**config.mk**
```make
export PLATFORM = sky130hd
export DESIGN_NAME = pecl_counter_bank
export DESIGN_NICKNAME = d
export VERILOG_FILES = /design/src/logic/pecl_pkg.sv /design/src/logic/pecl_counter_bank.sv
export SDC_FILE = /design/constraint.sdc
export NUM_CORES = 1
export LEC_CHECK = 0
export BUFFER_PORTS_ARGS = -buffer_cell sky130_fd_sc_hd__buf_4
export CAP_MARGIN = 0
export CORE_ASPECT_RATIO = 0.75
export CORE_UTILIZATION = 35
export DETAILED_ROUTE_END_ITERATION = 7
export GPL_ROUTABILITY_DRIVEN = 0
export SLEW_MARGIN = 30
export SYNTH_ARGS = -nofsm -noshare
export SYNTH_HDL_FRONTEND = slang
export SYNTH_SLANG_ARGS = --single-unit
export TNS_END_PERCENT = 5
```
**constraint.sdc**
```tcl
create_clock -name core_clk -period 7.1 [get_ports core_clk]
set_input_delay 0 -clock core_clk [delete_from_list [all_inputs] [get_ports core_clk]]
set_output_delay 0 -clock core_clk [all_outputs]
set_load 0.02 [all_outputs]
```
**src/logic/pecl_pkg.sv**
```systemverilog
// package: register map, field layout, event carriers and led modes for the phy error counter bank
// Operation
// A 16-bit counter at register 20 counts every 100 Mb/s receive disconnect event.
// A 16-bit counter at register 21 counts each received frame holding any receive error exactly once.
// A 16-bit counter at register 22 counts detected receive symbol errors.
// Inside an errored frame each run of six consecutive bad symbols adds only one to the symbol error count.
// A 16-bit counter at register 23 counts every 100 Mb/s receive premature end of frame event.
// A 16-bit counter at register 24 counts every 10 Mb/s receive end of frame error event.
// A 16-bit counter at register 25 counts every 10 Mb/s transmit jabber event.
// Counters 20 to 25 stop at all ones, clear when management reads them, and ignore writes.
// A 3-bit selector in bits 2:0 of register 27, reset to 000, picks what the two led outputs show.
// Management writes zeros to bits 15:3 of register 27, and the device resets them to zero.
// Register 26 is a plain 16-bit read-write field with no function.
// All event counters start from zero after reset.
`default_nettype none

package pecl_pkg;

  localparam int CNT_W   = 16;
  localparam int NUM_CNT = 6;

  // register indices; byte address is four times the index
  localparam logic [5:0] IDX_DISC      = 6'h14;
  localparam logic [5:0] IDX_ERR_FRAME = 6'h15;
  localparam logic [5:0] IDX_SYM_ERR   = 6'h16;
  localparam logic [5:0] IDX_EARLY_END = 6'h17;
  localparam logic [5:0] IDX_SLOW_EOF  = 6'h18;
  localparam logic [5:0] IDX_JABBER    = 6'h19;
  localparam logic [5:0] IDX_EQ_RSVD   = 6'h1A;
  localparam logic [5:0] IDX_LED_SEL   = 6'h1B;
  localparam logic [5:0] IDX_IRQ_STAT  = 6'h1C;
  localparam logic [5:0] IDX_IRQ_MASK  = 6'h1D;

  // counter slots, also the bit positions in the interrupt status and mask
  localparam int CNT_DISC      = 0;
  localparam int CNT_ERR_FRAME = 1;
  localparam int CNT_SYM_ERR   = 2;
  localparam int CNT_EARLY_END = 3;
  localparam int CNT_SLOW_EOF  = 4;
  localparam int CNT_JABBER    = 5;

  localparam logic [CNT_W-1:0]   CNT_RST      = 16'h0000;
  localparam logic [CNT_W-1:0]   CNT_FULL     = 16'hFFFF;
  localparam logic [15:0]        EQ_RST       = 16'h0000;
  localparam logic [NUM_CNT-1:0] IRQ_MASK_RST = 6'h00;
  localparam logic [2:0]         SYM_RUN_LEN  = 3'h6;
  localparam int                 LED_SEL_W    = 3;

  typedef enum logic [2:0] {
    LED_ACT_LINK = 3'b000,
    LED_SPD_COL  = 3'b001,
    LED_SPD_LINK = 3'b010,
    LED_ACT_COL  = 3'b011,
    LED_OFF_OFF  = 3'b100,
    LED_OFF_ON   = 3'b101,
    LED_ON_OFF   = 3'b110,
    LED_ON_ON    = 3'b111
  } pecl_led_mode_t;

  localparam pecl_led_mode_t LED_SEL_RST = LED_ACT_LINK;

  // event strobes from the receive and transmit paths, all on core_clk
  typedef struct packed {
    logic rx_disconnect;
    logic rx_frame_active;
    logic rx_symbol_strobe;
    logic rx_symbol_bad;
    logic rx_early_end;
    logic slow_frame_end_err;
    logic tx_jabber;
  } pecl_evt_t;

  typedef struct packed {
    logic activity;
    logic link;
    logic speed;
    logic collision;
  } pecl_led_src_t;

endpackage : pecl_pkg

`default_nettype wire
```
**src/logic/pecl_counter_bank.sv**
```systemverilog
// module: wishbone register bank with saturating clear-on-read error counters and led selection
//
// Local design decision: the Wishbone interface to the registers.
`default_nettype none

module pecl_counter_bank (
  input  wire logic                  core_clk,
  input  wire logic                  arst_n,
  input  wire logic                  wb_cyc_i,
  input  wire logic                  wb_stb_i,
  input  wire logic                  wb_we_i,
  input  wire logic [7:0]            wb_adr_i,
  input  wire logic [3:0]            wb_sel_i,
  input  wire logic [31:0]           wb_dat_i,
  output var  logic [31:0]           wb_dat_o,
  output var  logic                  wb_ack_o,
  input  wire pecl_pkg::pecl_evt_t   phy_evt,
  input  wire pecl_pkg::pecl_led_src_t led_src,
  output var  logic                  activity_indicator_out,
  output var  logic                  link_indicator_out,
  output var  logic                  irq
);

  logic [pecl_pkg::CNT_W-1:0]   cnt [pecl_pkg::NUM_CNT];
  logic [pecl_pkg::NUM_CNT-1:0] evt;
  logic [pecl_pkg::NUM_CNT-1:0] rd_clr;
  logic [pecl_pkg::NUM_CNT-1:0] irq_stat;
  logic [pecl_pkg::NUM_CNT-1:0] irq_mask;
  logic [2:0]                   sym_run;
  logic                         frame_err_seen;
  logic                         sym_hit;
  logic                         frame_err_in;
  logic                         req;
  logic                         rd_take;
  logic                         wr_take;
  logic [5:0]                   idx;
  logic [15:0]                  eq_rsvd;
  pecl_pkg::pecl_led_mode_t     led_sel;
  logic [31:0]                  next_rdata;

  // saturating step; a clear plus an event in the same cycle leaves one count
  function automatic logic [pecl_pkg::CNT_W-1:0] sat_step(
    input logic [pecl_pkg::CNT_W-1:0] cur,
    input logic                       inc,
    input logic                       clr
  );
    logic [pecl_pkg::CNT_W-1:0] base;
    base = clr ? pecl_pkg::CNT_RST : cur;
    if (inc && base != pecl_pkg::CNT_FULL)
      sat_step = base + 16'h0001;
    else
      sat_step = base;
  endfunction : sat_step

  function automatic logic [15:0] byte_merge(
    input logic [15:0] cur,
    input logic [15:0] wdata,
    input logic [1:0]  sel
  );
    byte_merge = cur;
    if (sel[0])
      byte_merge[7:0] = wdata[7:0];
    if (sel[1])
      byte_merge[15:8] = wdata[15:8];
  endfunction : byte_merge

  assign idx     = wb_adr_i[7:2];
  assign req     = wb_cyc_i & wb_stb_i & ~wb_ack_o;
  assign rd_take = req & ~wb_we_i;
  assign wr_take = req & wb_we_i;

  // symbol errors only matter inside a frame
  assign sym_hit      = phy_evt.rx_frame_active & phy_evt.rx_symbol_strobe & phy_evt.rx_symbol_bad;
  assign frame_err_in = phy_evt.rx_frame_active & (sym_hit | phy_evt.rx_early_end);

  always_comb
  begin
    evt = '0;
    // disconnect event
    evt[pecl_pkg::CNT_DISC]      = phy_evt.rx_disconnect;
    // first error of a frame only
    evt[pecl_pkg::CNT_ERR_FRAME] = frame_err_in & ~frame_err_seen;
    // one count per run of six
    evt[pecl_pkg::CNT_SYM_ERR]   = sym_hit & (sym_run == 3'h0);
    // premature end of frame
    evt[pecl_pkg::CNT_EARLY_END] = phy_evt.rx_early_end;
    // slow end of frame error
    evt[pecl_pkg::CNT_SLOW_EOF]  = phy_evt.slow_frame_end_err;
    // transmit jabber
    evt[pecl_pkg::CNT_JABBER]    = phy_evt.tx_jabber;
  end

  // read clears the counter it hits
  always_comb
  begin
    rd_clr = '0;
    for (int i = 0; i < pecl_pkg::NUM_CNT; i++)
      rd_clr[i] = rd_take && (idx == pecl_pkg::IDX_DISC + 6'(i));
  end

  // run position within consecutive bad symbols
  always_ff @(posedge core_clk or negedge arst_n)
  begin
    if (!arst_n)
      sym_run <= 3'h0;
    else if (phy_evt.rx_symbol_strobe)
    begin
      if (!sym_hit || sym_run == pecl_pkg::SYM_RUN_LEN - 3'h1)
        sym_run <= 3'h0;
      else
        sym_run <= sym_run + 3'h1;
    end
    else if (!phy_evt.rx_frame_active)
      sym_run <= 3'h0;
  end

  // remembers that this frame is already counted
  always_ff @(posedge core_clk or negedge arst_n)
  begin
    if (!arst_n)
      frame_err_seen <= 1'b0;
    else if (!phy_evt.rx_frame_active)
      frame_err_seen <= 1'b0;
    else if (frame_err_in)
      frame_err_seen <= 1'b1;
  end

  // saturating counters, writes never reach them
  always_ff @(posedge core_clk or negedge arst_n)
  begin
    if (!arst_n)
    begin
      for (int i = 0; i < pecl_pkg::NUM_CNT; i++)
        cnt[i] <= pecl_pkg::CNT_RST;
    end
    else
    begin
      for (int i = 0; i < pecl_pkg::NUM_CNT; i++)
        cnt[i] <= sat_step(cnt[i], evt[i], rd_clr[i]);
    end
  end

  // free read-write field
  always_ff @(posedge core_clk or negedge arst_n)
  begin
    if (!arst_n)
      eq_rsvd <= pecl_pkg::EQ_RST;
    else if (wr_take && idx == pecl_pkg::IDX_EQ_RSVD)
      eq_rsvd <= byte_merge(eq_rsvd, wb_dat_i[15:0], wb_sel_i[1:0]);
  end

  // only the selector is stored, upper bits stay zero
  always_ff @(posedge core_clk or negedge arst_n)
  begin
    if (!arst_n)
      led_sel <= pecl_pkg::LED_SEL_RST;
    else if (wr_take && idx == pecl_pkg::IDX_LED_SEL && wb_sel_i[0])
      led_sel <= pecl_pkg::pecl_led_mode_t'(wb_dat_i[pecl_pkg::LED_SEL_W-1:0]);
  end

  always_ff @(posedge core_clk or negedge arst_n)
  begin
    if (!arst_n)
      irq_mask <= pecl_pkg::IRQ_MASK_RST;
    else if (wr_take && idx == pecl_pkg::IDX_IRQ_MASK && wb_sel_i[0])
      irq_mask <= wb_dat_i[pecl_pkg::NUM_CNT-1:0];
  end

  // sticky status; an event in the clearing read's cycle survives
  always_ff @(posedge core_clk or negedge arst_n)
  begin
    if (!arst_n)
      irq_stat <= '0;
    else if (rd_take && idx == pecl_pkg::IDX_IRQ_STAT)
      irq_stat <= evt;
    else
      irq_stat <= irq_stat | evt;
  end

  // registered so the pin never glitches; costs one cycle of latency
  always_ff @(posedge core_clk or negedge arst_n)
  begin
    if (!arst_n)
      irq <= 1'b0;
    else
      irq <= |(irq_stat & irq_mask);
  end

  // led source selection
  always_ff @(posedge core_clk or negedge arst_n)
  begin
    if (!arst_n)
    begin
      activity_indicator_out <= 1'b0;
      link_indicator_out     <= 1'b0;
    end
    else
    begin
      unique case (led_sel)
        pecl_pkg::LED_ACT_LINK:
        begin
          activity_indicator_out <= led_src.activity;
          link_indicator_out     <= led_src.link;
        end
        pecl_pkg::LED_SPD_COL:
        begin
          activity_indicator_out <= led_src.speed;
          link_indicator_out     <= led_src.collision;
        end
        pecl_pkg::LED_SPD_LINK:
        begin
          activity_indicator_out <= led_src.speed;
          link_indicator_out     <= led_src.link;
        end
        pecl_pkg::LED_ACT_COL:
        begin
          activity_indicator_out <= led_src.activity;
          link_indicator_out     <= led_src.collision;
        end
        pecl_pkg::LED_OFF_OFF:
        begin
          activity_indicator_out <= 1'b0;
          link_indicator_out     <= 1'b0;
        end
        pecl_pkg::LED_OFF_ON:
        begin
          activity_indicator_out <= 1'b0;
          link_indicator_out     <= 1'b1;
        end
        pecl_pkg::LED_ON_OFF:
        begin
          activity_indicator_out <= 1'b1;
          link_indicator_out     <= 1'b0;
        end
        pecl_pkg::LED_ON_ON:
        begin
          activity_indicator_out <= 1'b1;
          link_indicator_out     <= 1'b1;
        end
      endcase
    end
  end

  // read data shows the value before any clear of the same edge
  always_comb
  begin
    next_rdata = 32'h0000_0000;
    if (idx >= pecl_pkg::IDX_DISC && idx <= pecl_pkg::IDX_JABBER)
      next_rdata[15:0] = cnt[3'(idx - pecl_pkg::IDX_DISC)];
    else if (idx == pecl_pkg::IDX_EQ_RSVD)
      next_rdata[15:0] = eq_rsvd;
    else if (idx == pecl_pkg::IDX_LED_SEL)
      next_rdata[pecl_pkg::LED_SEL_W-1:0] = led_sel;
    else if (idx == pecl_pkg::IDX_IRQ_STAT)
      next_rdata[pecl_pkg::NUM_CNT-1:0] = irq_stat;
    else if (idx == pecl_pkg::IDX_IRQ_MASK)
      next_rdata[pecl_pkg::NUM_CNT-1:0] = irq_mask;
  end

  // every access is answered, unmapped ones read zero
  always_ff @(posedge core_clk or negedge arst_n)
  begin
    if (!arst_n)
    begin
      wb_ack_o <= 1'b0;
      wb_dat_o <= 32'h0000_0000;
    end
    else
    begin
      wb_ack_o <= req;
      if (rd_take)
        wb_dat_o <= next_rdata;
    end
  end
endmodule : pecl_counter_bank

`default_nettype wire

```
; ---- Word level (Yosys, flattened, before mapping)
; Index checks and enable logic that the tools add are counted.
[totals]
mem_bits_ro = 0
output_inout_bits = 36
mem_count = 0
mem_bits_rw = 0
latchBits = 0
register_bits = 151
inputBits = 60
[op_classes]
muxes = 30
n_bitwise = 16
add_sub_neg = 8
div_mod_pow = 0
order_cmp = 3
n_reduce_logical = 34
n_eq_ne = 26
shifts = 0
mul = 0
[op_table]
columns = op, n
row1 = $mux W16, 15
row2 = $add A16 B1 Y16 const B, 6
row3 = $ne A16 B16 Y1 const B, 6
row4 = $eq A6 B5 Y1 const B, 10
row5 = $bmux W16 S3, 1
row6 = $mux W6, 4
row7 = $logic_and A1 B1 Y1, 19
row8 = $reduce_or A2 Y1, 8
row9 = $eq A3 B3 Y1 const B, 5
row10 = $mux W3, 5
row11 = $mux W10, 1
row12 = $and A1 B1 Y1, 9
row13 = $pmux W1 S4, 2
row14 = $and A6 B6 Y6, 1
row15 = $eq A3 B2 Y1 const B, 2
row16 = $ge A6 B5 Y1 const B, 1
row17 = $le A6 B5 Y1 const B, 1
row18 = $logic_not A3 Y1, 2
row19 = $or A6 B6 Y6, 1
row20 = $reduce_or A6 Y1, 1
row21 = $ge A4 B4 Y1 const B, 1
row22 = $not A3 Y4, 1
row23 = $reduce_and A2 Y1, 2
row24 = $add A3 B1 Y3 const B, 1
row25 = other kinds (9), 12

; ---- Depth between registers and ports, before layout
; Gate-level depths: netlist of the first run.
[depth]
ltp_word = 8
depth_mapped = 13
ltp_nobuf = 10

; ---- Worst setup path before layout of the first run
; Ideal clock, no wire load.
[synth_timing]
path_kind = register -> register
from = register wb_ack_o
to = register cnt[7] in the netlist's numbering
t_required_ns = 7.022
path_stages_with_launch = 13
setup_time_ns = 0.078
n_path_buf = 3
path_slack_ns = 3.760
arrival_time_ns = 3.262
synth_period_minus_slack_ns = 3.340
cell_sequence = dfrtp_1 > nand4bb_1 > or4_4 > clkbuf_1 > and2_1 > ha_1 > and3_1 > and3_1 > clkbuf_1 > a31o_1 > buf_6 > or4_1 > a21oi_1
[synth_between]
elab_chain_cells = 8
elab_cells_between_ends = 9
classes_between = 1 x add/sub / 1 x eq/ne / 2 x mux / 3 x bitwise / 2 x reduce/logical
[synth_lines]
columns = element, line
row1 = "start, declared", pecl_counter_bank.sv:16  ; output var logic wb_ack_o,
row2 = "start signal, assigned", pecl_counter_bank.sv:270  ; wb_ack_o <= req;
row3 = $not A1 Y1 (*), pecl_counter_bank.sv:68  ; assign req = wb_cyc_i & wb_stb_i & ~wb_ack_o;
row4 = $and A1 B1 Y1 (*), pecl_counter_bank.sv:68
row5 = $and A1 B1 Y1 (*), pecl_counter_bank.sv:69  ; assign rd_take = req & ~wb_we_i;
row6 = $logic_and A1 B1 Y1 (*), pecl_counter_bank.sv:98  ; rd_clr[i] = rd_take && (idx == pecl_pkg::IDX_DISC + 6'(i));
row7 = $mux W16 (*), pecl_counter_bank.sv:48  ; base = clr ? pecl_pkg::CNT_RST : cur;
row8 = "parallel branches: the longest is 2 deep, another holds $add A16 B1 Y16", --
row9 = $mux W16 (*), pecl_counter_bank.sv:49  ; if (inc && base != pecl_pkg::CNT_FULL)
row10 = "end signal, assigned by index", pecl_counter_bank.sv:134  ; cnt[i] <= pecl_pkg::CNT_RST;
row11 = "end signal, assigned by index", pecl_counter_bank.sv:139  ; cnt[i] <= sat_step(cnt[i], evt[i], rd_clr[i]);
row12 = "end, declared", pecl_counter_bank.sv:24  ; logic [pecl_pkg::CNT_W-1:0] cnt [pecl_pkg::NUM_CNT];
; Mark *: on every way between the ends.
; A chain may end at the register's enable or synchronous reset.

; ---- Final worst setup path of the first run
[layout_timing]
from = input wb_adr_i[2]
to = register cnt[7] in the netlist's numbering
[layout_between]
elab_chain_cells = 6
elab_cells_between_ends = 7
classes_between = 1 x add/sub / 2 x eq/ne / 2 x mux / 2 x reduce/logical
[layout_lines]
columns = element, line
row1 = "start, declared", pecl_counter_bank.sv:12  ; input wire logic [7:0] wb_adr_i,
row2 = $eq A6 B5 Y1 (*), pecl_counter_bank.sv:98
row3 = $logic_and A1 B1 Y1 (*), pecl_counter_bank.sv:98
row4 = $mux W16 (*), pecl_counter_bank.sv:48
row5 = "parallel branches: the longest is 2 deep, another holds $add A16 B1 Y16", --
row6 = $mux W16 (*), pecl_counter_bank.sv:49
; Marked as above.

==> metrics.cfg, run 1 <==
[outcome]
status = finished clean

[critical_path]
critPathCaptureType = register
cp.required_ns = 7.46
cp-endpoint = cnt[7]$_DFF_PN0_
cp.arrival_ns = 3.91
r2r_end = cnt[7]$_DFF_PN0_
rr_startpoint = wb_ack_o$_DFF_PN0_
critical_path.max_fanout = 57
startpoint = wb_adr_i[2]
startpoint_type = input pin
r2r_slack_ns = 3.56
ff2ff_path_depth = 10
worst-setup-path-type = input pin to register

[drt]
first_iter_violations = 790
drc = 0
vias = 7137
wl_per_cell_um = 18.4
postRouteAntennaNets = 0
via_per_inst = 5.46
routed_wl_um = 24000
drtPass1Iterations = 5

[clock_tree]
cts_tree = yes
clk_pin_slew_worst_paths_ns = 0.06
cts-root-buf = clkbuf_16
cts.path.max_buffers = 2
cts_buffers = 17
postCtsSetupBuffers = 0
ctsResizeCount = 0
cts_max_level = 4
insertion_delay_ns = 0.44
cts_hold_buf = 31
clkSinkCount = 151

[pwr]
total_power_mw = 2.62
p_per_area_mw_per_mm2 = 254
p_leak_nw = 4.34
peakVddDrop_mv = 0.187

[floorplanning]
die_y_um = 138
dieWidth_um = 183
rows = 49
dieArea_mm2 = 0.0253
ios = 96
initial_core_util = 0.359
placeableCoreArea_mm2 = 0.0241

[yosys]
yosysWarnings = 0
synthDistinctLibCells = 65
yosysSeqAreaShare = 0.437
ys.flop_type = dfrtp_1
syn_area_mm2 = 0.00864
ys_seq_elements = 151
avgSynthCellArea_um2 = 9.75
postSynthCellCount = 887
synth_edf_count = 0
async_flop_share = 1.00

[sta]
tightest_slew_ns = 0.989
hold_viol = 0
fin_skew_ns = 0.00907
slew_headroom = 0.335
finalSetupTns_ns = 0
setup_viol = 0
fmax_mhz = 282
holdWs_ns = 0.0242
rsz0062_at_grt = no
timing.final.crit_share = 0.500
finalMaxSlewViolations = 0
fin_crit_ns = 3.55

[global_routing]
overflow = 0
grt_usage = 0.198
antenna_found_initial = 0
grt_pass1_wl_um = 38500
grt_max_degree = 102
grt_pass1_vias = 6609

[cells_and_area]
nets = 1034
layout-drive-gt1-share = 0.172
final_cell_area_mm2 = 0.0103
insertedDiodeCount = 0
area_growth_pct = 19.7
final_util = 0.429

[run]
cap_viol_max_count = 0

[worst_hold_path]
hp-class = input pin to register

[placed_design]
io_buffers = 59
placed_cell_area_mm2 = 0.00939
dp_hpwl_um = 17100

==> metrics by stage <==
step	std cells	setup slack, ns
2_1_floorplan	902	3.76
3_3_place_gp	1246	3.16
3_5_place_dp	1246	3.14
4_1_cts	1308	3.58
5_1_grt	1308	3.31
6_report	1308	3.55
==> worst min-delay path by stage <==
stage / from / to / slack [ns] / depth (start not counted)
final: led_src[3] / activity_indicator_out$_DFF_PN0_ / 0.02 / 5
after floorplan: arst_n / activity_indicator_out$_DFF_PN0_ / -0.30 / 0
after global placement: arst_n / cnt[84]$_DFF_PN0_ / 0.20 / 1
after detailed placement: arst_n / activity_indicator_out$_DFF_PN0_ / 0.20 / 1
after global routing: led_src[3] / activity_indicator_out$_DFF_PN0_ / 0.10 / 5
after CTS: led_src[3] / activity_indicator_out$_DFF_PN0_ / 0.03 / 5
==> cells by family after synthesis <==
family	count (synthesis)	share of synthesized area
AOI/OAI and AO/OA	126	0.0971
xor gates and xnor gates	59	0.0598
adders and majority gates	9	0.0130
buffers and inverters	75	0.0410
DFF	151	0.437
muxes	74	0.115
other	1	0.000434
and+or+nand+nor	392	0.237
==> registers in the layout, summed over array words and instances (netlist names) <==
signal,flops
irq_stat,6
cnt,96
irq,1
led_sel,3
irq_mask,6
link_indicator_out,1
sym_run,3
wb_ack_o,1
wb_dat_o,16
eq_rsvd,16
frame_err_seen,1
activity_indicator_out,1
==> final cells by class <==
type	instances	area, um2
Clock buffer	18	439
Clock inverter	13	204
Fill cell	2296	13700
Inverter	19	71.3
Multi-Input combinational cell	676	4600
Sequential cell	151	3780
Tap cell	331	414
Timing Repair Buffer	100	835
==> worst max-delay path, stage by stage <==
cell and delay (ns):
buf_4 0.60, clkinv_1 0.54, or4_4 0.75, and2_1 0.23, ha_1 0.19, and3_1 0.27
and3_1 0.27, a31o_1 0.35, or4_1 0.50, a21oi_1 0.15
==> per-layer routing <==
| layer | wire (um) | share of wire | global-route usage |
|---|---|---|---|
| met3 | 1600 | 0.067 | 0.0437 |
| met4 | 397 | 0.017 | 0.0636 |
| met5 | 0 | 0 | 0 |
| met2 | 9740 | 0.40 | 0.257 |
| met1 | 12300 | 0.51 | 0.317 |
==> synthesized netlist by cell type, types with 5 or more instances <==
cell	instances	share of area
nand4_1	37	0.027
clkbuf_1	32	0.014
mux2_2	42	0.055
nand3_1	48	0.028
xnor2_1	53	0.054
xor2_1	6	0.0061
and2_1	16	0.012
mux2i_1	16	0.019
nor3_1	28	0.016
o21ai_0	19	0.011
inv_1	18	0.0078
nor2_1	88	0.038
nor3b_1	6	0.0052
nand2_1	75	0.033
or4_1	5	0.0043
nand2b_1	12	0.0087
o211ai_1	11	0.0096
a31oi_1	14	0.010
mux4_2	16	0.042
or3_1	9	0.0065
ha_1	9	0.013
nor4_1	24	0.017
a211oi_1	7	0.0061
a21o_1	6	0.0052
a21oi_1	27	0.016
buf_4	16	0.014
and4_1	10	0.010
and3_1	11	0.0080
a22oi_1	14	0.012
dfrtp_1	151	0.44
==> power breakdown <==
group,total [mW],switching [mW],leakage [nW],internal (mW)
logic,0.469,0.242,2.06,0.227
registers,1.15,0.173,1.97,0.973
clock network,1.01,0.380,0.315,0.630
==> cell usage in the layout (no fill, tap or decap), types with 5 or more instances in the layout <==
cell type      instances
clkbuf_16             17
mux2_2                42
ha_1                   9
mux2i_1               16
xnor2_1               53
nor3_1                28
nand4_1               37
nand3_1               48
a31oi_1               14
buf_4                 68
conb_1                16
a21o_1                 6
xor2_1                 6
bufinv_16              5
dlygate4sd3_1         31
a21oi_1               27
mux4_2                16
and3_1                11
inv_1                 18
o211ai_1              11
dfrtp_1              151
nor4_1                24
or3_1                  9
or4_1                  5
nor3b_1                6
and2_1                16
nor2_1                87
a22oi_1               14
nand2b_1              12
a211oi_1               7
nand2_1               75
and4_1                10
o21ai_0               19
No activity file was read; power rests on OpenSTA's default activity.
==> run 2, diff against run 1 <==
- ABC_AREA: not set -> 1
- clock period: 7.1 -> 3.5 ns (I/O delays scaled with it)
==> metrics.cfg, run 2 <==
[global_routing]
grt_pass1_vias = 8861  ; +34%
overflow = 0  ; unchanged
antenna_found_initial = 0  ; unchanged
grt_pass1_wl_um = 46600  ; +21%
grt_usage = 0.202  ; +0.00407
grt_max_degree = 78  ; -24%

[cells_and_area]
insertedDiodeCount = 0  ; unchanged
largest_register = cnt
layout-drive-gt1-share = 0.101  ; -0.0709
nets = 1679  ; +62%
largest_reg_flops = 96  ; unchanged
mostFrequentLayoutCells = nand2_1, inv_1, dfrtp_1, nor2_1, nand3_1
final_common_cell = nand2_1
reg_top3 = cnt x96, eq_rsvd x16, wb_dat_o x16
final_util = 0.418  ; -0.0110
area_growth_pct = 15.8

[critical_path]
crit_chain = nor3_4 > nand3_2 > inv_1 > nor2_1 > ha_1 > nand2_1 > nand3b_1 > inv_1 > nand2_1 > nor2_2 > a21oi_2 > buf_4 > nand2_1 > nand2_1
max_stage_delay_ns = 0.51  ; -0.24 ns
cp.required_ns = 3.88  ; -3.58 ns
worst-setup-path-type = register to register
r2r_end = cnt[2]$_DFF_PN0_
ff2ff_path_depth = 14  ; +4
cpMostUsedCell = nand2_1
critPathCaptureType = register
rr_startpoint = wb_ack_o$_DFF_PN0_
crit_slowest_cell = nor3_4
startpoint_type = register
cp.arrival_ns = 3.27  ; -0.64 ns
critical_path.max_fanout = 10  ; -82%
r2r_slack_ns = 0.61  ; -2.95 ns

[drt]
wl_per_cell_um = 14.6  ; -21%
postRouteAntennaNets = 0  ; unchanged
first_iter_violations = 844  ; +6.8%
via_per_inst = 4.91  ; -10%
routed_wl_um = 29300  ; +22%
vias = 9852  ; +38%
drtPass1Iterations = 7  ; +2
drc = 0  ; unchanged

[run]
cap_viol_max_count = 0  ; unchanged

[clock_tree]
insertion_delay_ns = 0.45  ; about the same
cts.path.max_buffers = 2  ; unchanged
clkSinkCount = 151  ; unchanged
postCtsSetupBuffers = 0  ; unchanged
cts_max_level = 4  ; unchanged
ctsResizeCount = 0  ; unchanged
cts_hold_buf = 32  ; +3.2%
cts-root-buf = clkbuf_16
clk_pin_slew_worst_paths_ns = 0.07  ; about the same
cts_buffers = 17  ; unchanged
cts_tree = yes

[sta]
slew_headroom = 0.468  ; +0.133
tightest_slew_ns = 0.796  ; -0.192 ns
fmax_mhz = 346
setup_viol = 0  ; unchanged
timing.final.crit_share = 0.827
fin_skew_ns = 0.0123  ; +0.00323 ns
fin_crit_ns = 2.89
finalMaxSlewViolations = 0  ; unchanged
rsz0062_at_grt = no
finalSetupTns_ns = 0  ; unchanged
holdWs_ns = 0.0865  ; +0.0623 ns
hold_viol = 0  ; unchanged

[yosys]
netlist.area_leader.share = 0.368  ; -0.0688
ys_top_cells_by_area = dfrtp_1, nand2_1, inv_1
yosysSeqAreaShare = 0.368  ; -0.0688
async_flop_share = 1.00  ; unchanged
postSynthCellCount = 1530  ; +72%
synth_most_common_cell = nand2_1
avgSynthCellArea_um2 = 6.70  ; -31%
ys_seq_elements = 151  ; unchanged
synth_top_area_cell = dfrtp_1
synth_commonest_cells = nand2_1, inv_1, dfrtp_1, nor2_1, nand3_1
syn_area_mm2 = 0.0103  ; +19%
yosysWarnings = 0  ; unchanged
synthDistinctLibCells = 41  ; -37%
synth_edf_count = 0  ; unchanged
ys.flop_type = dfrtp_1

[floorplanning]
ios = 96  ; unchanged
placeableCoreArea_mm2 = 0.0284  ; +18%
rows = 53  ; +8.2%
dieWidth_um = 200  ; +8.8%
initial_core_util = 0.361  ; +0.00267
die_y_um = 150  ; +8.8%
dieArea_mm2 = 0.0300  ; +18%

[worst_hold_path]
worstHoldEndpoint = cnt[64]$_DFF_PN0_
hp-start = wb_we_i
whs_path_depth = 6  ; +1
hp-class = input pin to register

[pwr]
p_leak_nw = 6.40  ; +47%
p_per_area_mw_per_mm2 = 421  ; +66%
peakVddDrop_mv = 0.343  ; +83%

[outcome]
status = finished clean

[placed_design]
io_buffers = 59  ; unchanged
dp_hpwl_um = 21900  ; +28%

[run 2: cell types whose count changed after synthesis, moves of 19 or more]
cell / delta
clkbuf_1: -19
inv_1: +182
mux2_2: -36
nand2_1: +495
nand3_1: +64
nor2_1: +48
nor3_1: -21
nor4_1: -24
o21ai_0: +44
xnor2_1: -48
xor2_1: +31
[run 2: how the worst max path moves through the flow]
| stage | from | to | slack [ns] | cells past startpoint |
|---|---|---|---|---|
| finish | wb_ack_o$_DFF_PN0_ | cnt[2]$_DFF_PN0_ | 0.61 | 14 |
| global route | wb_ack_o$_DFF_PN0_ | cnt[2]$_DFF_PN0_ | 0.39 | 14 |
| CTS | wb_ack_o$_DFF_PN0_ | cnt[2]$_DFF_PN0_ | 0.64 | 14 |
| detailed placement | wb_adr_i[3] | cnt[73]$_DFF_PN0_ | 0.57 | 15 |
| global placement | wb_adr_i[3] | cnt[75]$_DFF_PN0_ | 0.64 | 15 |
| floorplan | wb_ack_o$_DFF_PN0_ | cnt[8]$_DFF_PN0_ | 0.87 | 17 |
[run 2: per-layer routing]
metal,GRT usage,vias to the layer above,wire length [um]
met5,0,-,0
met4,0.0607,0,546
met3,0.0381,30,2330
met2,0.266,334,11200
met1,0.322,4528,15200
li1,-,4960,-
[run 2: worst max-delay path, delay by kind of cell (launching register included)]
family          cells  cell delay [ns]
flops               1             0.42
simple gates        9             1.39
buf+inv             3             0.49
fa+ha+maj           1             0.26
compound gates      1             0.24
[run 2: kinds of logic after synthesis]
logic type,share of synthesized area
compound gates,0.0922
xor+xnor,0.0359
simple gates,0.373
other cells,0.000366
fa+ha+maj,0.0110
flops,0.368
buf+inv,0.112
mux,0.00659
[run 2: cell type report]
class | instances | area (um2)
fill | 3018 | 16500
tap | 385 | 482
timing repair buffer | 104 | 877
multi-input combinational | 1131 | 5390
clock buffer | 17 | 425
clock inverter | 15 | 158
sequential | 151 | 3780
inverter | 205 | 769
[run 2: metrics by stage]
step	std cells	setup slack [ns]	cell area, um2	total power, mW
global route	2008	0.392	11900	5.27
global placement	1944	0.642	11000	3.12
finish	2008	0.606	11900	5.00
CTS	2008	0.643	11900	5.03
detailed placement	1944	0.571	11000	3.14
floorplan	1545	0.867	10300	2.80
[run 2: power breakdown]
part / total (mW) / switching [mW] / internal (mW)
Clock: 1.85 / 0.895 / 0.951
Sequential: 2.14 / 0.217 / 1.92
Combinational: 1.02 / 0.644 / 0.376
==> run 3, diff against run 2 <==
- clock period: 3.5 -> 2.9 ns (I/O delays scaled with it)
==> metrics.cfg, run 3 (synthesized netlist as in run 2, its figures left out) <==
[outcome]
status = finished clean

[drt]
via_per_inst = 4.90  ; -0.11%
wl_per_cell_um = 14.8  ; +1.8%
vias = 9895  ; +0.44%
drtPass1Iterations = 5  ; -2
postRouteAntennaNets = 0  ; unchanged
wl_met1_um = 15400  ; +1.5%
highest_layer = met4
routed_wl_um = 30000  ; +2.3%
wl_met3_um = 2410  ; +3.8%
drc = 0  ; unchanged
first_iter_violations = 913  ; +8.2%
wl_met2_um = 11800  ; +4.7%

[global_routing]
grt_max_degree = 82  ; +5.1%
overflow = 0  ; unchanged
grt_pass1_vias = 8819  ; -0.47%
grt_pass1_wl_um = 48000  ; +2.9%
antenna_found_initial = 1  ; +1
grt_usage = 0.208  ; +0.00594

[critical_path]
r2r_slack_ns = 0.27  ; -0.33 ns
crit_chain = nor3_4 > buf_12 > buf_4 > nand2_4 > nand2_1 > inv_1 > ha_1 > nand4_1 > inv_1 > nand2_2 > o21ai_2 > buf_4 > nand2_1 > nand2_1
crit_family = buffers and inverters
cp-endpoint = cnt[34]$_DFF_PN0_
worst-setup-path-type = register to register
r2r_end = cnt[34]$_DFF_PN0_
ff2ff_path_depth = 14  ; unchanged
cp.required_ns = 3.27  ; -0.61 ns
cpMostUsedCell = nand2_1
cp_num_cells = 14  ; unchanged
critical_path.max_fanout = 13  ; +3
startpoint = wb_ack_o$_DFF_PN0_
max_stage_delay_ns = 0.41  ; -0.10 ns
crit_slowest_cell = dfrtp_1
path_buf_inv = 5  ; +2
rr_startpoint = wb_ack_o$_DFF_PN0_
critPathCaptureType = register
cp.arrival_ns = 3.00  ; -0.27 ns
startpoint_type = register

[clock_tree]
cts_buffers = 17  ; unchanged
insertion_delay_ns = 0.44  ; about the same
cts.path.max_buffers = 2  ; unchanged
clk_pin_slew_worst_paths_ns = 0.06  ; about the same
cts-root-buf = clkbuf_16
cts_max_level = 4  ; unchanged
cts_tree = yes
clkSinkCount = 151  ; unchanged

[floorplanning]
dieArea_mm2 = 0.0300  ; unchanged
ios = 96  ; unchanged
initial_core_util = 0.361  ; unchanged
rows = 53  ; unchanged
die_y_um = 150  ; unchanged
dieWidth_um = 200  ; unchanged
placeableCoreArea_mm2 = 0.0284  ; unchanged

[cells_and_area]
post_layout_nonfiller_instances = 2019  ; +0.55%
reg_top3 = cnt x96, eq_rsvd x16, wb_dat_o x16
layout-drive-gt1-share = 0.106  ; +0.00544
final_common_cell = nand2_1
nets = 1692  ; +0.77%
nFillCells = 2955  ; -2.1%
multi_input_area_mm2 = 0.00539  ; unchanged
largest_register = cnt
regArea_mm2 = 0.00378  ; unchanged
largest_reg_flops = 96  ; unchanged
insertedDiodeCount = 0  ; unchanged
area_growth_pct = 16.6
final_util = 0.421  ; +0.00291
mostFrequentLayoutCells = nand2_1, inv_1, dfrtp_1, nor2_1, nand3_1

[sta]
fin_skew_ns = 0.0129  ; +0.000573 ns
slew_headroom = 0.439  ; -0.0290
fin_crit_ns = 2.63  ; -0.267 ns
tightest_slew_ns = 0.842  ; +0.0457 ns
hold_viol = 0  ; unchanged
setup_slack_ns = 0.273  ; -0.333 ns
finalSetupTns_ns = 0  ; unchanged
setup_viol = 0  ; unchanged
finalMaxSlewViolations = 0  ; unchanged
fmax_mhz = 381  ; +10%
timing.final.crit_share = 0.906  ; +0.0789
rsz0062_at_grt = no

[pwr]
p_leak_nw = 6.45  ; +0.90%
p_per_area_mw_per_mm2 = 507  ; +20%
total_power_mw = 6.07  ; +21%
peakVddDrop_mv = 0.384  ; +12%

[run]
cap_viol_max_count = 0  ; unchanged

[placed_design]
placedCellCount = 1956  ; +0.62%
io_buffers = 59  ; unchanged
dp_hpwl_um = 22300  ; +2.1%
pre_cts_ws_ns = 0.166  ; -0.405 ns

[worst_hold_path]
hp-class = input pin to register

run 3: changes by cell type in the layout (fill, tap and decap cells not counted):
cell	delta
clkbuf_1	+2
inv_8	-3
bufinv_16	+2
inv_6	-3
buf_4	+14
clkinv_4	+2
dlygate4sd3_1	-1
clkinv_8	-3
clkinv_2	+1
clkbuf_8	+1
clkinvlp_4	-1
run 3: repair_timing:
item,in CTS,in global routing
setup endpoints to repair,0,15
hold buffers,31,0
endpoints found under the hold margin,128,0
gates resized for setup,0,0
setup buffers,0,2
run 3: final cells by class:
class | instances | share of cell area
clock buffers | 20 | 0.0374
multi-input cells | 1131 | 0.450
flip-flops and latches | 151 | 0.316
repair buffers | 117 | 0.0813
clock inverters | 10 | 0.0104
well taps | 385 | 0.0403
inverters | 205 | 0.0644
run 3: stage by stage:
| step | hold WS (ns) | instance area, um2 |
|---|---|---|
| floorplan | -0.296 | 10300 |
| global placement | 0.131 | 11000 |
| detailed placement | 0.134 | 11000 |
| CTS | 0.000855 | 11900 |
| global route | 0.0335 | 12000 |
| finish | 0.0123 | 12000 |
run 3: how the worst min path moves through the flow:
| stage | from | endpoint | cells past startpoint |
|---|---|---|---|
| 2_1_floorplan | arst_n | activity_indicator_out$_DFF_PN0_ | 0 |
| 5_1_grt | phy_evt[3] | sym_run[0]$_DFFE_PN0P_ | 5 |
| 6_report | phy_evt[3] | sym_run[0]$_DFFE_PN0P_ | 5 |
| 3_3_place_gp | arst_n | cnt[4]$_DFF_PN0_ | 1 |
| 3_5_place_dp | arst_n | cnt[3]$_DFF_PN0_ | 1 |
| 4_1_cts | phy_evt[3] | sym_run[0]$_DFFE_PN0P_ | 5 |
run 3: worst min-delay path: stages:
cell	delay, ns
buf_4	0.11
nand3_1	0.10
a21oi_1	0.07
nand2_1	0.05
o21ai_0	0.07
run 3: power by group:
| part | leakage [nW] | total, mW | internal (mW) | switching, mW |
|---|---|---|---|---|
| Sequential | 1.96 | 2.58 | 2.32 | 0.259 |
| Clock | 0.273 | 2.24 | 1.29 | 0.949 |
| Combinational | 4.22 | 1.25 | 0.464 | 0.784 |
| Total | 6.45 | 6.07 | 4.07 | 1.99 |
run 3: metal layers:
layer  GRT usage  vias to the layer above
met3      0.0338                       27
met5           0                        -
met2       0.280                      360
met4      0.0489                        0
li1            -                     4987
met1       0.336                     4521
